--- config.mk ---
export PLATFORM = sky130hd
export DESIGN_NAME = dbgfz_top
export DESIGN_NICKNAME = d
export VERILOG_FILES = /design/src/hw/dbgfz_pkg.sv /design/src/hw/dbgfz_ctl_if.sv /design/src/hw/dbgfz_freeze.sv /design/src/hw/dbgfz_power.sv /design/src/hw/dbgfz_top.sv
export VERILOG_INCLUDE_DIRS = /design/src /design/src/hw
export SDC_FILE = /design/constraint.sdc
export NUM_CORES = 1
export LEC_CHECK = 0
export BUFFER_PORTS_ARGS = -buffer_cell sky130_fd_sc_hd__buf_4
export CAP_MARGIN = 0
export CORE_MARGIN = 1
export CORE_UTILIZATION = 45
export CTS_CLUSTER_DIAMETER = 100
export CTS_CLUSTER_SIZE = 30
export DETAILED_ROUTE_END_ITERATION = 10
export GPL_TIMING_DRIVEN = 0
export HOLD_SLACK_MARGIN = 0.1
export MAX_ROUTING_LAYER = met4
export PLACE_DENSITY_LB_ADDON = 0.12
export RECOVER_POWER = 100
export SLEW_MARGIN = 25
export SYNTH_ARGS = -nofsm -noshare
export SYNTH_HDL_FRONTEND = slang
export SYNTH_SLANG_ARGS = --single-unit
--- constraint.sdc ---
create_clock -name CLK -period 2.6 [get_ports CLK]
set_input_delay 0.52 -clock CLK [delete_from_list [all_inputs] [get_ports CLK]]
set_output_delay 0.52 -clock CLK [all_outputs]
set_load 0.02 [all_outputs]
--- src/hw/dbgfz_cfg.svh ---
// Constants for the debug freeze and low-power clock configuration block
`ifndef DBGFZ_CFG_SVH
`define DBGFZ_CFG_SVH

// ****************************************************************
// Register address and reset value
// ****************************************************************
`define DBGFZ_CSR_ADDR          12'h7C0
`define DBGFZ_CFG_RESET         32'h00000000

// ****************************************************************
// Field positions
// ****************************************************************
`define DBGFZ_BIT_SLEEP         0
`define DBGFZ_BIT_STOP          1
`define DBGFZ_BIT_STANDBY       2
`define DBGFZ_BIT_INDEPENDENT_WATCHDOG_FRZ      8
`define DBGFZ_BIT_WINDOWED_WATCHDOG_FRZ      9
`define DBGFZ_BIT_TIMA_FRZ      12
`define DBGFZ_BIT_TIMB_FRZ      13
`define DBGFZ_BIT_TIMC_FRZ      14

// ****************************************************************
// Timing
// ****************************************************************
`define DBGFZ_CLK_MHZ           50
`define DBGFZ_NUM_CNT           5

`endif

--- src/hw/dbgfz_pkg.sv ---
// Types for the debug freeze and low-power clock configuration block
package dbgfz_pkg;

  typedef enum logic [1:0] {
    DBGFZ_RUN,
    DBGFZ_SLEEP,
    DBGFZ_STOP,
    DBGFZ_STANDBY
  } dbgfz_pmode_t;

  typedef enum logic [1:0] {
    DBGFZ_SRC_SYS,
    DBGFZ_SRC_IRC,
    DBGFZ_SRC_OFF
  } dbgfz_hsrc_t;

endpackage

--- src/hw/dbgfz_ctl_if.sv ---
// Interface carrying configuration and power state between block parts
`timescale 1ns/10ps
interface dbgfz_ctl_if;
  import dbgfz_pkg::*;
  logic [31:0]  cfg;
  logic         debug_halted;
  logic [4:0]   cnt_en_in;
  logic [4:0]   cnt_en_out;
  dbgfz_pmode_t pmode;
  logic         hclk_en;
  logic         digital_pwr_on;
  dbgfz_hsrc_t  hclk_src;
  logic         clk_cfg_reset;

  modport top  (output cfg, debug_halted, cnt_en_in, pmode,
                input  cnt_en_out, hclk_en, digital_pwr_on, hclk_src, clk_cfg_reset);
  modport frz  (input cfg, debug_halted, cnt_en_in, output cnt_en_out);
  modport pwr  (input cfg, pmode, output hclk_en, digital_pwr_on, hclk_src, clk_cfg_reset);
endinterface

--- src/hw/dbgfz_freeze.sv ---
// Per-counter debug freeze gating of increment enables
`timescale 1ns/10ps
`include "dbgfz_cfg.svh"
module dbgfz_freeze
  import dbgfz_pkg::*;
#(
  parameter int NUM_CNT = `DBGFZ_NUM_CNT
)(
  dbgfz_ctl_if.frz c
);
  localparam int FRZ_POS [0:4] = '{`DBGFZ_BIT_TIMC_FRZ, `DBGFZ_BIT_TIMB_FRZ, `DBGFZ_BIT_TIMA_FRZ,
                                   `DBGFZ_BIT_WINDOWED_WATCHDOG_FRZ, `DBGFZ_BIT_INDEPENDENT_WATCHDOG_FRZ};

  genvar g;
  generate
    for (g = 0; g < NUM_CNT; g = g + 1)
    begin : g_frz
      assign c.cnt_en_out[g] = c.cnt_en_in[g] & ~(c.debug_halted & c.cfg[FRZ_POS[g]]);
    end
  endgenerate
endmodule // dbgfz_freeze

--- src/hw/dbgfz_power.sv ---
// Bus clock and power decisions for sleep, stop and standby
`timescale 1ns/10ps
`include "dbgfz_cfg.svh"
module dbgfz_power
  import dbgfz_pkg::*;
(
  dbgfz_ctl_if.pwr c
);
  always_comb
  begin
    c.hclk_en        = 1'b1;
    c.digital_pwr_on = 1'b1;
    c.hclk_src       = DBGFZ_SRC_SYS;
    case (c.pmode)
      DBGFZ_RUN:
      begin
        c.hclk_en = 1'b1;
      end
      DBGFZ_SLEEP:
      begin
        c.hclk_en  = c.cfg[`DBGFZ_BIT_SLEEP];
        c.hclk_src = c.cfg[`DBGFZ_BIT_SLEEP] ? DBGFZ_SRC_SYS : DBGFZ_SRC_OFF;
      end
      DBGFZ_STOP:
      begin
        c.hclk_en  = c.cfg[`DBGFZ_BIT_STOP];
        c.hclk_src = c.cfg[`DBGFZ_BIT_STOP] ? DBGFZ_SRC_IRC : DBGFZ_SRC_OFF;
      end
      DBGFZ_STANDBY:
      begin
        c.digital_pwr_on = c.cfg[`DBGFZ_BIT_STANDBY];
        c.hclk_en        = c.cfg[`DBGFZ_BIT_STANDBY];
        c.hclk_src       = c.cfg[`DBGFZ_BIT_STANDBY] ? DBGFZ_SRC_IRC : DBGFZ_SRC_OFF;
      end
      default:
      begin
        c.hclk_en = 1'b1;
      end
    endcase
  end

  // Stop residency; a wake from here returns the clock tree to reset state
  assign c.clk_cfg_reset = (c.pmode == DBGFZ_STOP);
endmodule // dbgfz_power

--- src/hw/dbgfz_top.sv ---
// Debug freeze and low-power bus clock configuration register, top level
`timescale 1ns/10ps
`include "dbgfz_cfg.svh"
module dbgfz_top
  import dbgfz_pkg::*;
(
  input  wire logic        CLK,
  input  wire logic        RSTN,
  input  wire logic        CSR_WE,
  input  wire logic        CSR_RE,
  input  wire logic [11:0] CSR_ADDR,
  input  wire logic [31:0] CSR_WDATA,
  output logic      [31:0] CSR_RDATA,
  output logic             CSR_HIT,
  input  wire logic        DEBUG_HALTED,
  input  wire logic        TIMC_INC_REQ,
  input  wire logic        TIMB_INC_REQ,
  input  wire logic        TIMA_INC_REQ,
  input  wire logic        WINDOWED_WATCHDOG_INC_REQ,
  input  wire logic        INDEPENDENT_WATCHDOG_INC_REQ,
  output logic             TIMC_INC_EN,
  output logic             TIMB_INC_EN,
  output logic             TIMA_INC_EN,
  output logic             WINDOWED_WATCHDOG_INC_EN,
  output logic             INDEPENDENT_WATCHDOG_INC_EN,
  input  wire logic        SLEEP_REQ,
  input  wire logic        STOP_REQ,
  input  wire logic        STANDBY_REQ,
  input  wire logic        WAKE,
  output logic             HCLK_EN,
  output logic             DIGITAL_PWR_ON,
  output logic [1:0]       HCLK_SRC,
  output logic             CLK_CFG_RESET,
  output logic             STANDBY_RESET,
  output logic             STANDBY_EXIT_FLAG
);

  // ****************************************************************
  // Configuration register
  // ****************************************************************
  dbgfz_ctl_if c ();
  logic [31:0]  cfg_r;
  dbgfz_pmode_t pmode_r;
  dbgfz_pmode_t pmode_nxt;
  logic         addr_hit;

  assign addr_hit = (CSR_ADDR == `DBGFZ_CSR_ADDR);

  always_ff @(posedge CLK)
  begin
    if (!RSTN)
      cfg_r <= `DBGFZ_CFG_RESET;
    else if (CSR_WE && addr_hit)
      cfg_r <= CSR_WDATA;
  end

  always_ff @(posedge CLK)
  begin
    if (!RSTN)
    begin
      CSR_RDATA <= 32'h00000000;
      CSR_HIT   <= 1'b0;
    end
    else
    begin
      CSR_HIT   <= (CSR_RE || CSR_WE) && addr_hit;
      CSR_RDATA <= (CSR_RE && addr_hit) ? cfg_r : 32'h00000000;
    end
  end

  // ****************************************************************
  // Power mode tracking
  // ****************************************************************
  always_comb
  begin
    pmode_nxt = pmode_r;
    case (pmode_r)
      DBGFZ_RUN:
      begin
        if (STANDBY_REQ)
          pmode_nxt = DBGFZ_STANDBY;
        else if (STOP_REQ)
          pmode_nxt = DBGFZ_STOP;
        else if (SLEEP_REQ)
          pmode_nxt = DBGFZ_SLEEP;
      end
      DBGFZ_SLEEP, DBGFZ_STOP, DBGFZ_STANDBY:
      begin
        if (WAKE)
          pmode_nxt = DBGFZ_RUN;
      end
      default:
      begin
        pmode_nxt = DBGFZ_RUN;
      end
    endcase
  end

  always_ff @(posedge CLK)
  begin
    if (!RSTN)
      pmode_r <= DBGFZ_RUN;
    else
      pmode_r <= pmode_nxt;
  end

  // ****************************************************************
  // Sub-blocks
  // ****************************************************************
  assign c.cfg          = cfg_r;
  assign c.debug_halted = DEBUG_HALTED;
  assign c.cnt_en_in    = {INDEPENDENT_WATCHDOG_INC_REQ, WINDOWED_WATCHDOG_INC_REQ, TIMA_INC_REQ, TIMB_INC_REQ, TIMC_INC_REQ};
  assign c.pmode        = pmode_r;

  dbgfz_freeze #(.NUM_CNT(`DBGFZ_NUM_CNT)) u_freeze (.c(c));
  dbgfz_power u_power (.c(c));

  // ****************************************************************
  // Registered outputs
  // ****************************************************************
  always_ff @(posedge CLK)
  begin
    if (!RSTN)
    begin
      TIMC_INC_EN <= 1'b0;
      TIMB_INC_EN <= 1'b0;
      TIMA_INC_EN <= 1'b0;
      WINDOWED_WATCHDOG_INC_EN <= 1'b0;
      INDEPENDENT_WATCHDOG_INC_EN <= 1'b0;
    end
    else
    begin
      TIMC_INC_EN <= c.cnt_en_out[0];
      TIMB_INC_EN <= c.cnt_en_out[1];
      TIMA_INC_EN <= c.cnt_en_out[2];
      WINDOWED_WATCHDOG_INC_EN <= c.cnt_en_out[3];
      INDEPENDENT_WATCHDOG_INC_EN <= c.cnt_en_out[4];
    end
  end

  always_ff @(posedge CLK)
  begin
    if (!RSTN)
    begin
      HCLK_EN        <= 1'b1;
      DIGITAL_PWR_ON <= 1'b1;
      HCLK_SRC       <= 2'h0;
    end
    else
    begin
      HCLK_EN        <= c.hclk_en;
      DIGITAL_PWR_ON <= c.digital_pwr_on;
      HCLK_SRC       <= c.hclk_src;
    end
  end

  // Exit events: stop exit restores reset clocks, standby exit is a system reset
  always_ff @(posedge CLK)
  begin
    if (!RSTN)
    begin
      CLK_CFG_RESET <= 1'b0;
      STANDBY_RESET <= 1'b0;
    end
    else
    begin
      CLK_CFG_RESET <= c.clk_cfg_reset && WAKE;
      STANDBY_RESET <= (pmode_r == DBGFZ_STANDBY) && WAKE;
    end
  end

  // Standby-exit status survives the system reset it causes, so RSTN leaves it alone
  // Undefined after power-up until software writes the register or a standby exit sets it; set wins over clear
  always_ff @(posedge CLK)
  begin
    if ((pmode_r == DBGFZ_STANDBY) && WAKE)
      STANDBY_EXIT_FLAG <= 1'b1;
    else if (RSTN && CSR_WE && addr_hit)
      STANDBY_EXIT_FLAG <= 1'b0;
  end

endmodule // dbgfz_top

==> results, run 1 <==
- The flow ran to the end, and the final reports show no timing, DRC or antenna violations.
- The sequential share of the synthesized area is 0.603.
- The total number of clock tree sinks is just under 80.
- The post-synthesis average cell area is 9.89 um2.
- The post-synthesis to final-layout area growth is 33.3%.
- The reported max-cap violation count is 0.
- Yosys attributes the largest share of cell area to sky130_fd_sc_hd__dfxtp_1 60%, sky130_fd_sc_hd__mux2i_1 13%, sky130_fd_sc_hd__nand2_1 10%.
- The first global-routing pass estimated between 9000 and 10000 um of wire.
- The worst setup path is launched from a primary input.
- The site row count is 27.
- The relative contribution of the clock network to total power is 0.412.
- The instance count of the mapped netlist is roughly 270.
- The total of hold buffers inserted after clock tree synthesis is 0.
- The post-cts sizing count is 0.
- The total setup violations reported at the end of the flow is 0.
- The minimum clock period is around 1.8 ns.
- Cell internal power was estimated by the tool at 1860 uW.
- The fraction of post-synthesis cell area in the top cell type by area is 0.603.
- Setup repair after global routing left no endpoint under its margin.
- For this run, the top clock speed supported by timing is 550 MHz.
- The H-tree depth is 3.
- The area enclosed by the die boundary is a little over 0.006 mm2.
- The worst clock skew is ~0.0046 ns.
- The count of nets left with antenna violations once routing finished came out at 0.
- The congestion estimate from routability-driven global placement came to 0.781.
- Data on the critical path is required at its endpoint by 2.87 ns.
- The total placed instance area is roughly 0.0035 mm2.
- The commonest cells after synthesis are 79 x sky130_fd_sc_hd__dfxtp_1, 73 x sky130_fd_sc_hd__nand2_1, 38 x sky130_fd_sc_hd__nor2_1, 33 x sky130_fd_sc_hd__mux2i_1, 8 x sky130_fd_sc_hd__clkbuf_1.
- In this run the cell area of the synthesized design comes to about 0.0026 mm2.
- The initial utilization of the core area, before any placement, comes to 0.470.
- The net count after synthesis is ~320.
- After synthesis the netlist holds a flip-flop and latch count of 79.
- In the final routed layout, each cell accounts on average for 12.9 um.
- The later pin in the worst-skew pair is clocked with a latency of 0.33 ns.
- After global routing the overflow that remains totals 0.
- The number of buffers created by CTS is 9.
- In the post-synthesis netlist, the cell with the most instances is sky130_fd_sc_hd__dfxtp_1.
- Wires add up to 5820 um.
- The number of enable-type register cells in the synthesized netlist is 0.
- The portion of total power attributed to combinational logic is 0.066.
- Data arrives at the worst endpoint at 2.09 ns.
- The number of antenna diodes in the final layout is 0.
- The floorplan step set the die height to 78.3 um.
- Entering global routing, the biggest net connects 13 pins.
- The worst setup slack after placement is 0.814 ns.
- Dividing total power by cell area gives a power density of 672 mW/mm2.
- No sink is reached through more buffers than the 2 on the longest clock path.
- The layout cell share with drive strength beyond 1 is 0.207.
- The type of the worst min-delay path is in -> reg.
- The worst-case IR drop observed on VDD is about 0.45 mV.
- The leakage power of the design is approximately 0.0016 uW.
- The number of hold-slack violations in the final timing report was 0.
- Along the worst path, the maximum fanout reaches 10.
- The number of standard cells in the layout, taps in and fillers out is 453.
- During synthesis, Yosys emitted a total of 0 warnings.
- Clock tree synthesis selected as its root buffer the cell sky130_fd_sc_hd__clkbuf_8.
- The overall via count from detail_route is 2100.
- The unique cell type count in the Yosys netlist is 26.
- The clock transition time at the flip-flop clock pins of the worst setup and hold paths is about 0.070 ns.
- The total negative setup slack is 0 ns.
- For this run, asynchronously set or reset flops after synthesis account for 0.
- In this run the tightest slew margin relative to its limit is 0.462.
- The most used flip-flop cell after synthesis is sky130_fd_sc_hd__dfxtp_1.
- The final worst-path setup slack is slightly below 0.8 ns.
- The count of final max-slew check failures is 0.
- The floorplan step set the die width to approximately 78 um.
- The number of cells in the design after placement is 438.
- The initial antenna violation count is 0.
- The first-pass iteration count of the detailed router is 4.
- The post-route core utilization is 0.627.
- The first routing iteration left 80 violations.
- The worst setup path is captured at a register.
- The relative contribution of sequential cells to total power is 0.522.
- TritonCTS built the clock tree.
- The final HPWL from detailed placement is ~4200 um.
- The floorplan step defined a core boundary enclosing 0.00557 mm2.
- The total routing resource utilization after global routing is 0.203.
- The type of the worst setup path is in -> reg.
- The switching power as a share of total power is 0.207.
- Port buffering added 101 buffers.
- At the pin with the least slew margin, the transition time is roughly 0.80 ns.
- The count of unresolved DRC violations after routing is 0.
- After filler insertion, the fill cell instance count of the layout stands at 519.
- Summing all non-filler instances in the final layout gives an area of 0.00349 mm2.
- In the final design database the tool counted 435 nets.
- The per-cell via count in the routed design is 4.64.
- The cell type with the highest aggregate area in the netlist is sky130_fd_sc_hd__dfxtp_1.
- The number of setup buffers added after CTS is 0.
- The number of global-route vias before repair is 2010.
- During I/O placement, the number of pins put on the boundary was 103.
- Dividing the final minimum period by the clock period gives 0.699.
- For this design the total switching power over the nets is 486 uW.
routing by layer:
layer	wire length, um	GRT usage	up-vias	share of wire
li1	-	-	1080	-
met1	2640	0.239	938	0.45
met2	2680	0.311	70	0.46
met3	367	0.0547	12	0.063
met4	131	0.119	0	0.023
met5	0	-	-	0
cells in the final DEF, fill, tap and decap left out, drive strengths merged, types with 2 or more instances in the layout:
cell / instances
nand4: 2
dfxtp: 79
o21ai: 2
bufinv: 2
buf: 62
clkbuf: 67
nor2: 38
mux2i: 33
clkinv: 2
nand2: 73
nor2b: 2
a21oi: 5
flip-flops by register name, summed over array words and instances, names as in the netlist:
name                         count
WINDOWED_WATCHDOG_INC_EN         1
HCLK_EN                          1
STANDBY_EXIT_FLAG                1
c.pmode                          2
CSR_RDATA                       32
CSR_HIT                          1
INDEPENDENT_WATCHDOG_INC_EN      1
TIMB_INC_EN                      1
STANDBY_RESET                    1
HCLK_SRC                         2
TIMC_INC_EN                      1
DIGITAL_PWR_ON                   1
c.cfg                           32
CLK_CFG_RESET                    1
TIMA_INC_EN                      1
per-stage QoR:
stage	total power (uW)	hold WS (ns)
6_report	2350	0.416
3_5_place_dp	1420	0.430
3_3_place_gp	1420	0.419
2_1_floorplan	1320	0.403
4_1_cts	2380	0.394
5_1_grt	2440	0.409
final timing paths:
kind                     start                        to  slack, ns  cells after the start
hold / removal    DEBUG_HALTED  WINDOWED_WATCHDOG_INC_EN       0.42                      2
setup / recovery   CSR_ADDR[1]              CSR_RDATA[3]       0.78                      5
hold reg to reg      c.cfg[14]               TIMC_INC_EN       0.43                      1
setup reg to reg    c.pmode[0]               HCLK_SRC[1]       1.44                      4
cells by family (layout without fill, tap and decap cells):
kind of cell | count (synthesis) | in the layout | synth area share
compound gates | 12 | 12 | 0.0291
mux | 33 | 33 | 0.126
buf+inv | 17 | 133 | 0.0358
simple gates | 124 | 124 | 0.206
flops | 79 | 79 | 0.603
power by group through the flow:
stage | logic, uW | registers (uW) | clock network, uW
after global routing | 171 | 1220 | 1040
after detailed placement | 165 | 1250 | 0
final | 155 | 1220 | 968
after floorplan | 57.2 | 1260 | 0
after global placement | 163 | 1250 | 0
after CTS | 166 | 1220 | 992
critical path: stages:
cell and delay (ns):
sky130_fd_sc_hd__clkbuf_4 0.11, sky130_fd_sc_hd__nor4_1 0.70, sky130_fd_sc_hd__nand4_1 0.33, sky130_fd_sc_hd__buf_2 0.29, sky130_fd_sc_hd__nor2_1 0.13
layout make-up:
cell class,instances,area [um2],share of cell area
Clock buffer,11,141,0.0405
Timing Repair Buffer,101,589,0.169
Buffer,17,91.3,0.0261
Tap cell,72,90.1,0.0258
Multi-Input combinational cell,169,931,0.266
Sequential cell,79,1580,0.453
Clock inverter,4,70.1,0.0201
Note: power is estimated with default switching activity, not from simulation.
==> run 2: changes to the inputs <==
--- a/config.mk
+++ b/config.mk
@@ -6,6 +6,7 @@
 export SDC_FILE = /design/constraint.sdc
 export NUM_CORES = 1
 export LEC_CHECK = 0
+export ABC_AREA = 1
 export BUFFER_PORTS_ARGS = -buffer_cell sky130_fd_sc_hd__buf_4
 export CAP_MARGIN = 0
 export CORE_MARGIN = 1
==> constraint.sdc (replaced) <==
create_clock -name CLK -period 1.8 [get_ports CLK]
set_input_delay 0.36 -clock CLK [delete_from_list [all_inputs] [get_ports CLK]]
set_output_delay 0.36 -clock CLK [all_outputs]
set_load 0.02 [all_outputs]
==> run 2 against run 1 <==
Effect of this change: clock skew is 0.0028 ns higher; first-iteration DRC count up 70%; highest routed layer unchanged; sequential power is 46% higher; non-clock buffer count down 3; global-route usage rose by 0.72 points; combinational power increased by 30%; register-to-register slack worse by 0.57 ns; area after synthesis unchanged; clock-buffer cell count grew 1; core utilization shrank 0.25 points.
==> results, run 2 <==
- The flow ran to the end, and the final reports show no timing, DRC or antenna violations.
- The share of synthesized area in the top cell type comes to 0.603.
- The post-route clock period utilization is 0.765.
- The total number of clock tree sinks is 79.
- The later pin in the worst-skew pair is clocked with a latency of 0.34 ns.
- The area inside the core boundary is 0.00557 mm2.
- The most common cell type on the critical path is sky130_fd_sc_hd__nor2_1.
- sky130_fd_sc_hd__nor2_1 is the most common cell in the netlist.
- The number of global-route vias before repair is ~2.1k.
- The cell sitting at the root of the clock tree is a sky130_fd_sc_hd__clkbuf_8.
- Yosys mapped the design onto 15 distinct sky130hd cell types.
- The repair_antennas step left the layout with diodes totalling 0.
- For this design the ratio of total power to cell area is 937 mW/mm2.
- The instance count of the mapped netlist is approximately 340.
- The count of boundary I/O pins is 103.
- No sink is reached through more buffers than the 2 on the longest clock path.
- The area occupied by multi-input gates is 820 um2.
- The post-synthesis to final-layout area growth is 32.8%.
- The flip-flop and latch count after synthesis is between 70 and 80.
- After clock tree synthesis, the setup repair step added 0 buffers.
- The number of enable-type register cells in the synthesized netlist is 0.
- The final HPWL from detailed placement is ~4100 um.
- The count of final max-slew check failures is 0.
- The overall via count from detail_route is 2292.
- The layout cell share with drive strength beyond 1 is 0.164.
- The total negative setup slack is 0 ns.
- The reported max-cap violation count is 0.
- The count of port buffers added during placement is 102.
- The floorplan has 27 rows.
- At the pin with the least slew margin, the transition time is 0.500 ns.
- The biggest area contributor in the post-synthesis netlist is sky130_fd_sc_hd__dfxtp_1.
- The clock transition time at the flip-flop clock pins of the worst setup and hold paths is 0.08 ns.
- Leaving out fill and tap cells, the most frequent cells in the layout are 104 x sky130_fd_sc_hd__nor2_1, 82 x sky130_fd_sc_hd__nand2_1, 79 x sky130_fd_sc_hd__dfxtp_1, 58 x sky130_fd_sc_hd__clkbuf_1, 55 x sky130_fd_sc_hd__buf_4.
- The data required time of the worst path is 2.07 ns.
- At the end of routability-driven placement, the weighted congestion stood at 0.784.
- The total of hold buffers inserted after clock tree synthesis is 0.
- The Yosys step of the flow raised 0 warnings.
- The count of routing violations after the opening detailed-route iteration is roughly 140.
- The met3 wire length is between 300 and 400 um.
- Walking the worst path, the cells encountered are clkbuf_4 > nor2_1 > nand2_1 > nor2_1 > nand4_1 > clkbuf_1 > nor2_1.
- The worst pin sits at a relative slew slack of 0.666.
- In this design, the stage delay of the slowest critical-path cell is 0.32 ns.
- The number of buffers created by CTS is 9.
- Averaged over all synthesized cells, the footprint is 7.76 um2.
- Post-CTS repair changed the size of 0 cells.
- The register cell area after layout is 0.00158 mm2.
- The arrival time at the worst endpoint is between 1.5 and 2 ns.
- Entering global routing, the biggest net connects 13 pins.
- The top layer used by detailed routing is met4.
- The chip width is 78.3 um.
- The maximum clock frequency is just over 700 MHz.
- For this run, the leading register cell type out of synthesis is sky130_fd_sc_hd__dfxtp_1.
- Global routing finished with a remaining overflow of 0.
- The wire length of the first global-routing pass is 9320 um.
- The library cell used most frequently in the layout, excluding fill and tap cells, is sky130_fd_sc_hd__nor2_1.
- The critical path is of the in -> reg type.
- Using the TritonRoute via totals, the vias-per-cell ratio works out to 4.34.
- On the critical path, the stage with the largest delay is an instance of sky130_fd_sc_hd__clkbuf_1.
- After layout, the minimum clock period comes to approximately 1.4 ns.
- In the synthesized netlist, the cells that appear most often are 103 x sky130_fd_sc_hd__nor2_1, 82 x sky130_fd_sc_hd__nand2_1, 79 x sky130_fd_sc_hd__dfxtp_1, 41 x sky130_fd_sc_hd__inv_1, 8 x sky130_fd_sc_hd__buf_2.
- The worst clock skew is roughly 0.0075 ns.
- The area enclosed by the die boundary is 0.00613 mm2.
- The number of nets with antenna violations after detailed routing is 0.
- Of the synthesized area, sequential elements account for 0.603.
- The net count of the finished layout is 509.
- Once layout is complete, the utilization of the core stands at 0.624.
- The largest fanout of any net on the critical path is 10.
- The count of filler cells inserted in the layout is about 540.
- TritonCTS built the clock tree.
- The count of unresolved DRC violations after routing is 0.
- In the final routing, the length of wire on met1 measures 2630 um.
- The fraction of synthesis flops using an asynchronous set or reset pin is 0.
- The mapped netlist covers 0.00262 mm2.
- The height of the die is 78.3 um.
- The number of nets handed over by synthesis was 396.
- The final wirelength is around 5800 um.
- The initial antenna violation count came to 0.
- For this configuration, the core starts out at a cell density of 0.470.
- For this design the static power due to leakage is 0.00168 uW.
- The H-tree depth is 3.
- The type of the worst min-delay path is in -> reg.
- For this run, the total global-route usage over all layers was measured as 0.210.
- The sum of met2 wire segment lengths after detailed routing is around 2700 um.
- The number of hold-slack violations in the final timing report is 0.
- VDD sags by at most 0.519 mV.
- Setup repair after global routing left no endpoint under its margin.
- The category of the worst setup path launch point is a primary input.
- The worst setup path is captured at a register.
- Ranked by total cell area, the synthesized netlist is headed by sky130_fd_sc_hd__dfxtp_1 60%, sky130_fd_sc_hd__nor2_1 15%, sky130_fd_sc_hd__nand2_1 12%.
- The first-pass iteration count of the detailed router is 4.
- The average wire per cell in the routed design is ~11 um.
- The total setup violations reported at the end of the flow is 0.
## run 2: cell types whose count changed in the layout (fill, tap and decap cells not counted), sizes merged, moves of 3 or more
cell | previous run | this run
buf | 62 | 58
inv | 0 | 41
mux2i | 33 | 0
nand2 | 73 | 82
nor2 | 38 | 104
nor3 | 1 | 4
## run 2: critical path: cells and delay by family
kind	cells	cell delay, ns
and+or+nand+nor	5	0.86
buffers and inverters	2	0.43
## run 2: per-layer routing
| layer | global-route usage | vias up |
|---|---|---|
| met5 | - | - |
| met4 | 0.0981 | 0 |
| met3 | 0.0721 | 6 |
| met2 | 0.324 | 73 |
| met1 | 0.246 | 998 |
| li1 | - | 1215 |
## run 2: cell type report
| cell class | instances | share of cell area |
|---|---|---|
| flip-flops and latches | 79 | 0.454 |
| inverters | 41 | 0.0442 |
| well taps | 72 | 0.0259 |
| clock buffers | 12 | 0.0417 |
| plain buffers | 13 | 0.0151 |
| clock inverters | 4 | 0.0129 |
| multi-input cells | 205 | 0.235 |
| repair buffers | 102 | 0.170 |
## run 2: power breakdown
| group | internal [uW] | switching, uW |
|---|---|---|
| clock network | 673 | 602 |
| registers | 1770 | 11.6 |
| logic | 102 | 98.4 |
## run 2: cells by family after synthesis
| kind of cell | synth area share |
|---|---|
| AND/OR/NAND/NOR | 0.292 |
| flip-flops | 0.603 |
| buffers and inverters | 0.0811 |
| AO/OA/AOI/OAI | 0.0234 |
## run 2: final timing paths
path	startpoint	to	slack, ns	cells past startpoint
max	CSR_ADDR[1]	CSR_RDATA[17]	0.42	7
min	CSR_WDATA[15]	c.cfg[15]	0.24	3
max reg2reg	c.pmode[1]	HCLK_SRC[1]	0.87	5
min reg2reg	c.cfg[19]	CSR_RDATA[19]	0.43	2
## run 2: through the flow
step / power [uW] / cell area (um2) / cells / setup WS, ns / hold WS [ns]
after floorplan: 1900 / 2620 / 338 / 0.569 / 0.403
after global placement: 2040 / 3480 / 512 / 0.223 / 0.411
after detailed placement: 2040 / 3480 / 512 / 0.229 / 0.419
after CTS: 3310 / 3670 / 528 / 0.599 / 0.220
after global routing: 3400 / 3480 / 528 / 0.237 / 0.217
final: 3260 / 3480 / 528 / 0.422 / 0.238
==> run 3: changes to the inputs <==
--- a/config.mk
+++ b/config.mk
@@ -6,11 +6,11 @@
 export SDC_FILE = /design/constraint.sdc
 export NUM_CORES = 1
 export LEC_CHECK = 0
-export ABC_AREA = 1
+export ABC_AREA = 0
 export BUFFER_PORTS_ARGS = -buffer_cell sky130_fd_sc_hd__buf_4
 export CAP_MARGIN = 0
 export CORE_MARGIN = 1
-export CORE_UTILIZATION = 45
+export CORE_UTILIZATION = 43
 export CTS_CLUSTER_DIAMETER = 100
 export CTS_CLUSTER_SIZE = 30
 export DETAILED_ROUTE_END_ITERATION = 10
==> constraint.sdc (replaced) <==
create_clock -name CLK -period 1.14 [get_ports CLK]
set_input_delay 0.228 -clock CLK [delete_from_list [all_inputs] [get_ports CLK]]
set_output_delay 0.228 -clock CLK [all_outputs]
set_load 0.02 [all_outputs]
==> run 3 against run 2 <==
Effect of this change: final cell count decreased by 13%; die area increased by 4.5%; clock skew increased by 0.0014 ns; sequential cell count unchanged; total power increased by 72%; combinational power increased by 71%; non-clock buffer count increased by 4; global-route usage decreased by 1.6 points; critical path type unchanged; largest cell class unchanged.
==> results, run 3 (synthesis results as in run 1) <==
- Entering global routing, the biggest net connects 13 pins.
- The count of unresolved DRC violations after routing is 0.
- The maximum ir drop on the vdd rail is 0.946 mV.
- The area inside the core boundary is 0.00589 mm2.
- For the worst setup path, the data arrival time is 1.31 ns.
- The clock insertion delay at the later pin of the skew report is around 0.33 ns.
- The number of buffers created by CTS is 9.
- The largest single stage delay on the critical path is 0.39 ns.
- The deepest clock path buffer count is 2.
- The analysis attributes to cell leakage a power of 0.00179 uW.
- The largest fanout of any net on the critical path is 10.
- During I/O placement, the number of pins put on the boundary was 103.
- For this run, the post-layout net count is 436.
- The library cell used most frequently in the layout, excluding fill and tap cells, is sky130_fd_sc_hd__dfxtp_1.
- The site row count is 28.
- The tree built by TritonCTS fans out to 79 sinks.
- The count of port buffers added during placement is 101.
- The final HPWL from detailed placement is approximately 4000 um.
- The switching power as a share of total power is 0.200.
- At the pin with the least slew margin, the transition time is 0.475 ns.
- The internal power summed over all cells is 4490 uW.
- Of the total power, the clock network draws 0.439.
- The post-route core utilization is 0.613.
- The die is 80.1 um wide.
- For this configuration, the core starts out at a cell density of 0.445.
- The wire length of the first global-routing pass is 9000 um.
- Once placement completed, the tool counted placed cells totaling approximately 440.
- The TritonCTS clock tree is yes.
- The die covers 0.00641 mm2.
- The min-delay analysis places its worst path in the category in -> reg.
- The total grt overflow is 0.
- Routability-driven placement finished with a final weighted congestion of 0.743.
- The portion of total power attributed to combinational logic is 0.061.
- The category of the worst setup path launch point is a primary input.
- The layout cell share with drive strength beyond 1 is 0.339.
- The first routing iteration left 67 violations.
- The type of the worst setup path is in -> reg.
- The minimum clock period is 1.10 ns.
- The clock root buffer is sky130_fd_sc_hd__clkbuf_8.
- The critical path contains buffers and inverters numbering 2 combined.
- The count of final max-slew check failures was 0.
- The post-route cell area is 0.00361 mm2.
- In the layout the commonest cells are 78 x sky130_fd_sc_hd__dfxtp_1, 73 x sky130_fd_sc_hd__nand2_1, 60 x sky130_fd_sc_hd__buf_4, 49 x sky130_fd_sc_hd__clkbuf_2, 38 x sky130_fd_sc_hd__nor2_1.
- The total of hold buffers inserted after clock tree synthesis is 0.
- Summed over all layers, the routed wires come to 5660 um.
- The clock tree synthesis step divided the H-tree into 3 levels.
- The flow ran to the end, and the final reports show no timing, DRC or antenna violations.
- The total placed instance area is 0.00347 mm2.
- The number of hold-slack violations in the final timing report is 0.
- STA puts the critical path data required time at 1.35 ns.
- Of the total power, registers draw 0.500.
- The number of nets with antenna violations after detailed routing is 0.
- The number of global-route vias before repair is 1940.
- The first-pass iteration count of the detailed router is 4.
- The reported max-cap violation count is 0.
- The layout has 550 filler cells.
- From bottom edge to top edge, the die measures 80.1 um.
- The relative slew slack is 0.683.
- For this run, the total global-route usage over all layers was measured as 0.194.
- The post-route clock period utilization is 0.964.
- The family with the most delay on the worst path is simple AND/OR/NAND/NOR gates.
- The total setup violations reported at the end of the flow is 0.
- After detailed routing, the number of vias per cell comes to 4.66.
- The number of antenna repair diodes is 0.
- Timing would allow up to about 910 MHz.
- Setup repair after global routing left no endpoint under its margin.
- In the final routed layout, each cell accounts on average for 12.4 um.
- The overall via count from detail_route is approximately 2.1k.
- The library cell contributing the largest single delay on the critical path is sky130_fd_sc_hd__nor4_4.
- The number of standard cells in the layout, taps in and fillers out is 458.
- Walking the worst path, the cells encountered are clkbuf_1 > nor4_4 > nand4_4 > buf_4 > mux2i_1.
- The initial antenna violation count is 0.
- For this design the ratio of total power to cell area is 1560 mW/mm2.
- Relative to the synthesized area, the layout overhead comes to 37.7%.
- The overall power of the completed layout is 5620 uW.
- For this design the total switching power over the nets is 1120 uW.
- The clock transition time at the flip-flop clock pins of the worst setup and hold paths is approximately 0.08 ns.
- The worst setup path is captured at a register.
- For the final database, setup skew stands at about 0.009 ns.
==> run 3: cell count changes in the layout (fill, tap and decap cells not counted), sizes merged, moves of 2 or more <==
cell | previous run | this run
a21oi | 7 | 5
buf | 58 | 63
bufinv | 1 | 3
clkinv | 3 | 0
inv | 41 | 0
mux2i | 0 | 33
nand2 | 82 | 73
nor2 | 104 | 38
nor2b | 0 | 2
nor3 | 4 | 1
o21ai | 4 | 2
==> run 3: power by group through the flow <==
stage,Clock [uW],Sequential [uW],Combinational (uW)
2_1_floorplan,0,2880,130
3_3_place_gp,0,2860,375
3_5_place_dp,0,2860,380
4_1_cts,2510,2790,383
5_1_grt,2650,2810,378
6_report,2460,2810,344
==> run 3: area by class of cell <==
| type | count | area, um2 | area share |
|---|---|---|---|
| buffer | 15 | 83.8 | 0.0232 |
| tap | 75 | 93.8 | 0.0260 |
| sequential | 79 | 1580 | 0.439 |
| clock inverter | 3 | 90.1 | 0.0250 |
| timing repair buffer | 104 | 663 | 0.184 |
| clock buffer | 13 | 149 | 0.0413 |
| multi-input combinational | 169 | 946 | 0.262 |
==> run 3: repair_timing <==
action,CTS,global route
hold endpoints to repair,0,0
gates resized for setup,4,5
setup endpoints to repair,28,17
setup buffers,2,1
pin swaps,1,0
==> run 3: worst paths after layout <==
| path | startpoint | endpoint | slack, ns | depth (start not counted) |
|---|---|---|---|---|
| max | CSR_ADDR[1] | c.cfg[8] | 0.04 | 5 |
| max reg2reg | c.pmode[0] | HCLK_SRC[1] | 0.08 | 3 |
| min | DEBUG_HALTED | WINDOWED_WATCHDOG_INC_EN | 0.12 | 2 |
| min reg2reg | c.cfg[12] | TIMA_INC_EN | 0.43 | 1 |
==> run 3: stage by stage <==
| step | setup WS, ns | hold WS, ns | setup TNS [ns] |
|---|---|---|---|
| 5_1_grt | 0.00629 | 0.113 | 0 |
| 2_1_floorplan | -0.0206 | 0.319 | -0.618 |
| 3_5_place_dp | -0.381 | 0.422 | -20.68 |
| 3_3_place_gp | -0.401 | 0.416 | -20.72 |
| 6_report | 0.0416 | 0.121 | 0 |
| 4_1_cts | 0.000494 | 0.116 | 0 |
==> run 3: worst register-to-register path: cells and delay by family (launching register included) <==
kind | cells | cell delay (ns)
AND/OR/NAND/NOR | 1 | 0.11
AO/OA/AOI/OAI | 1 | 0.19
flip-flops | 1 | 0.43
multiplexers | 1 | 0.27
==> run 3: metal layers <==
| metal | share of wire | track usage | wire, um | vias up |
|---|---|---|---|---|
| met4 | 0.015 | 0.0857 | 84 | 0 |
| li1 | - | - | - | 1082 |
| met2 | 0.47 | 0.295 | 2660 | 70 |
| met3 | 0.066 | 0.0477 | 374 | 8 |
| met5 | 0 | - | 0 | - |
| met1 | 0.45 | 0.245 | 2550 | 974 |
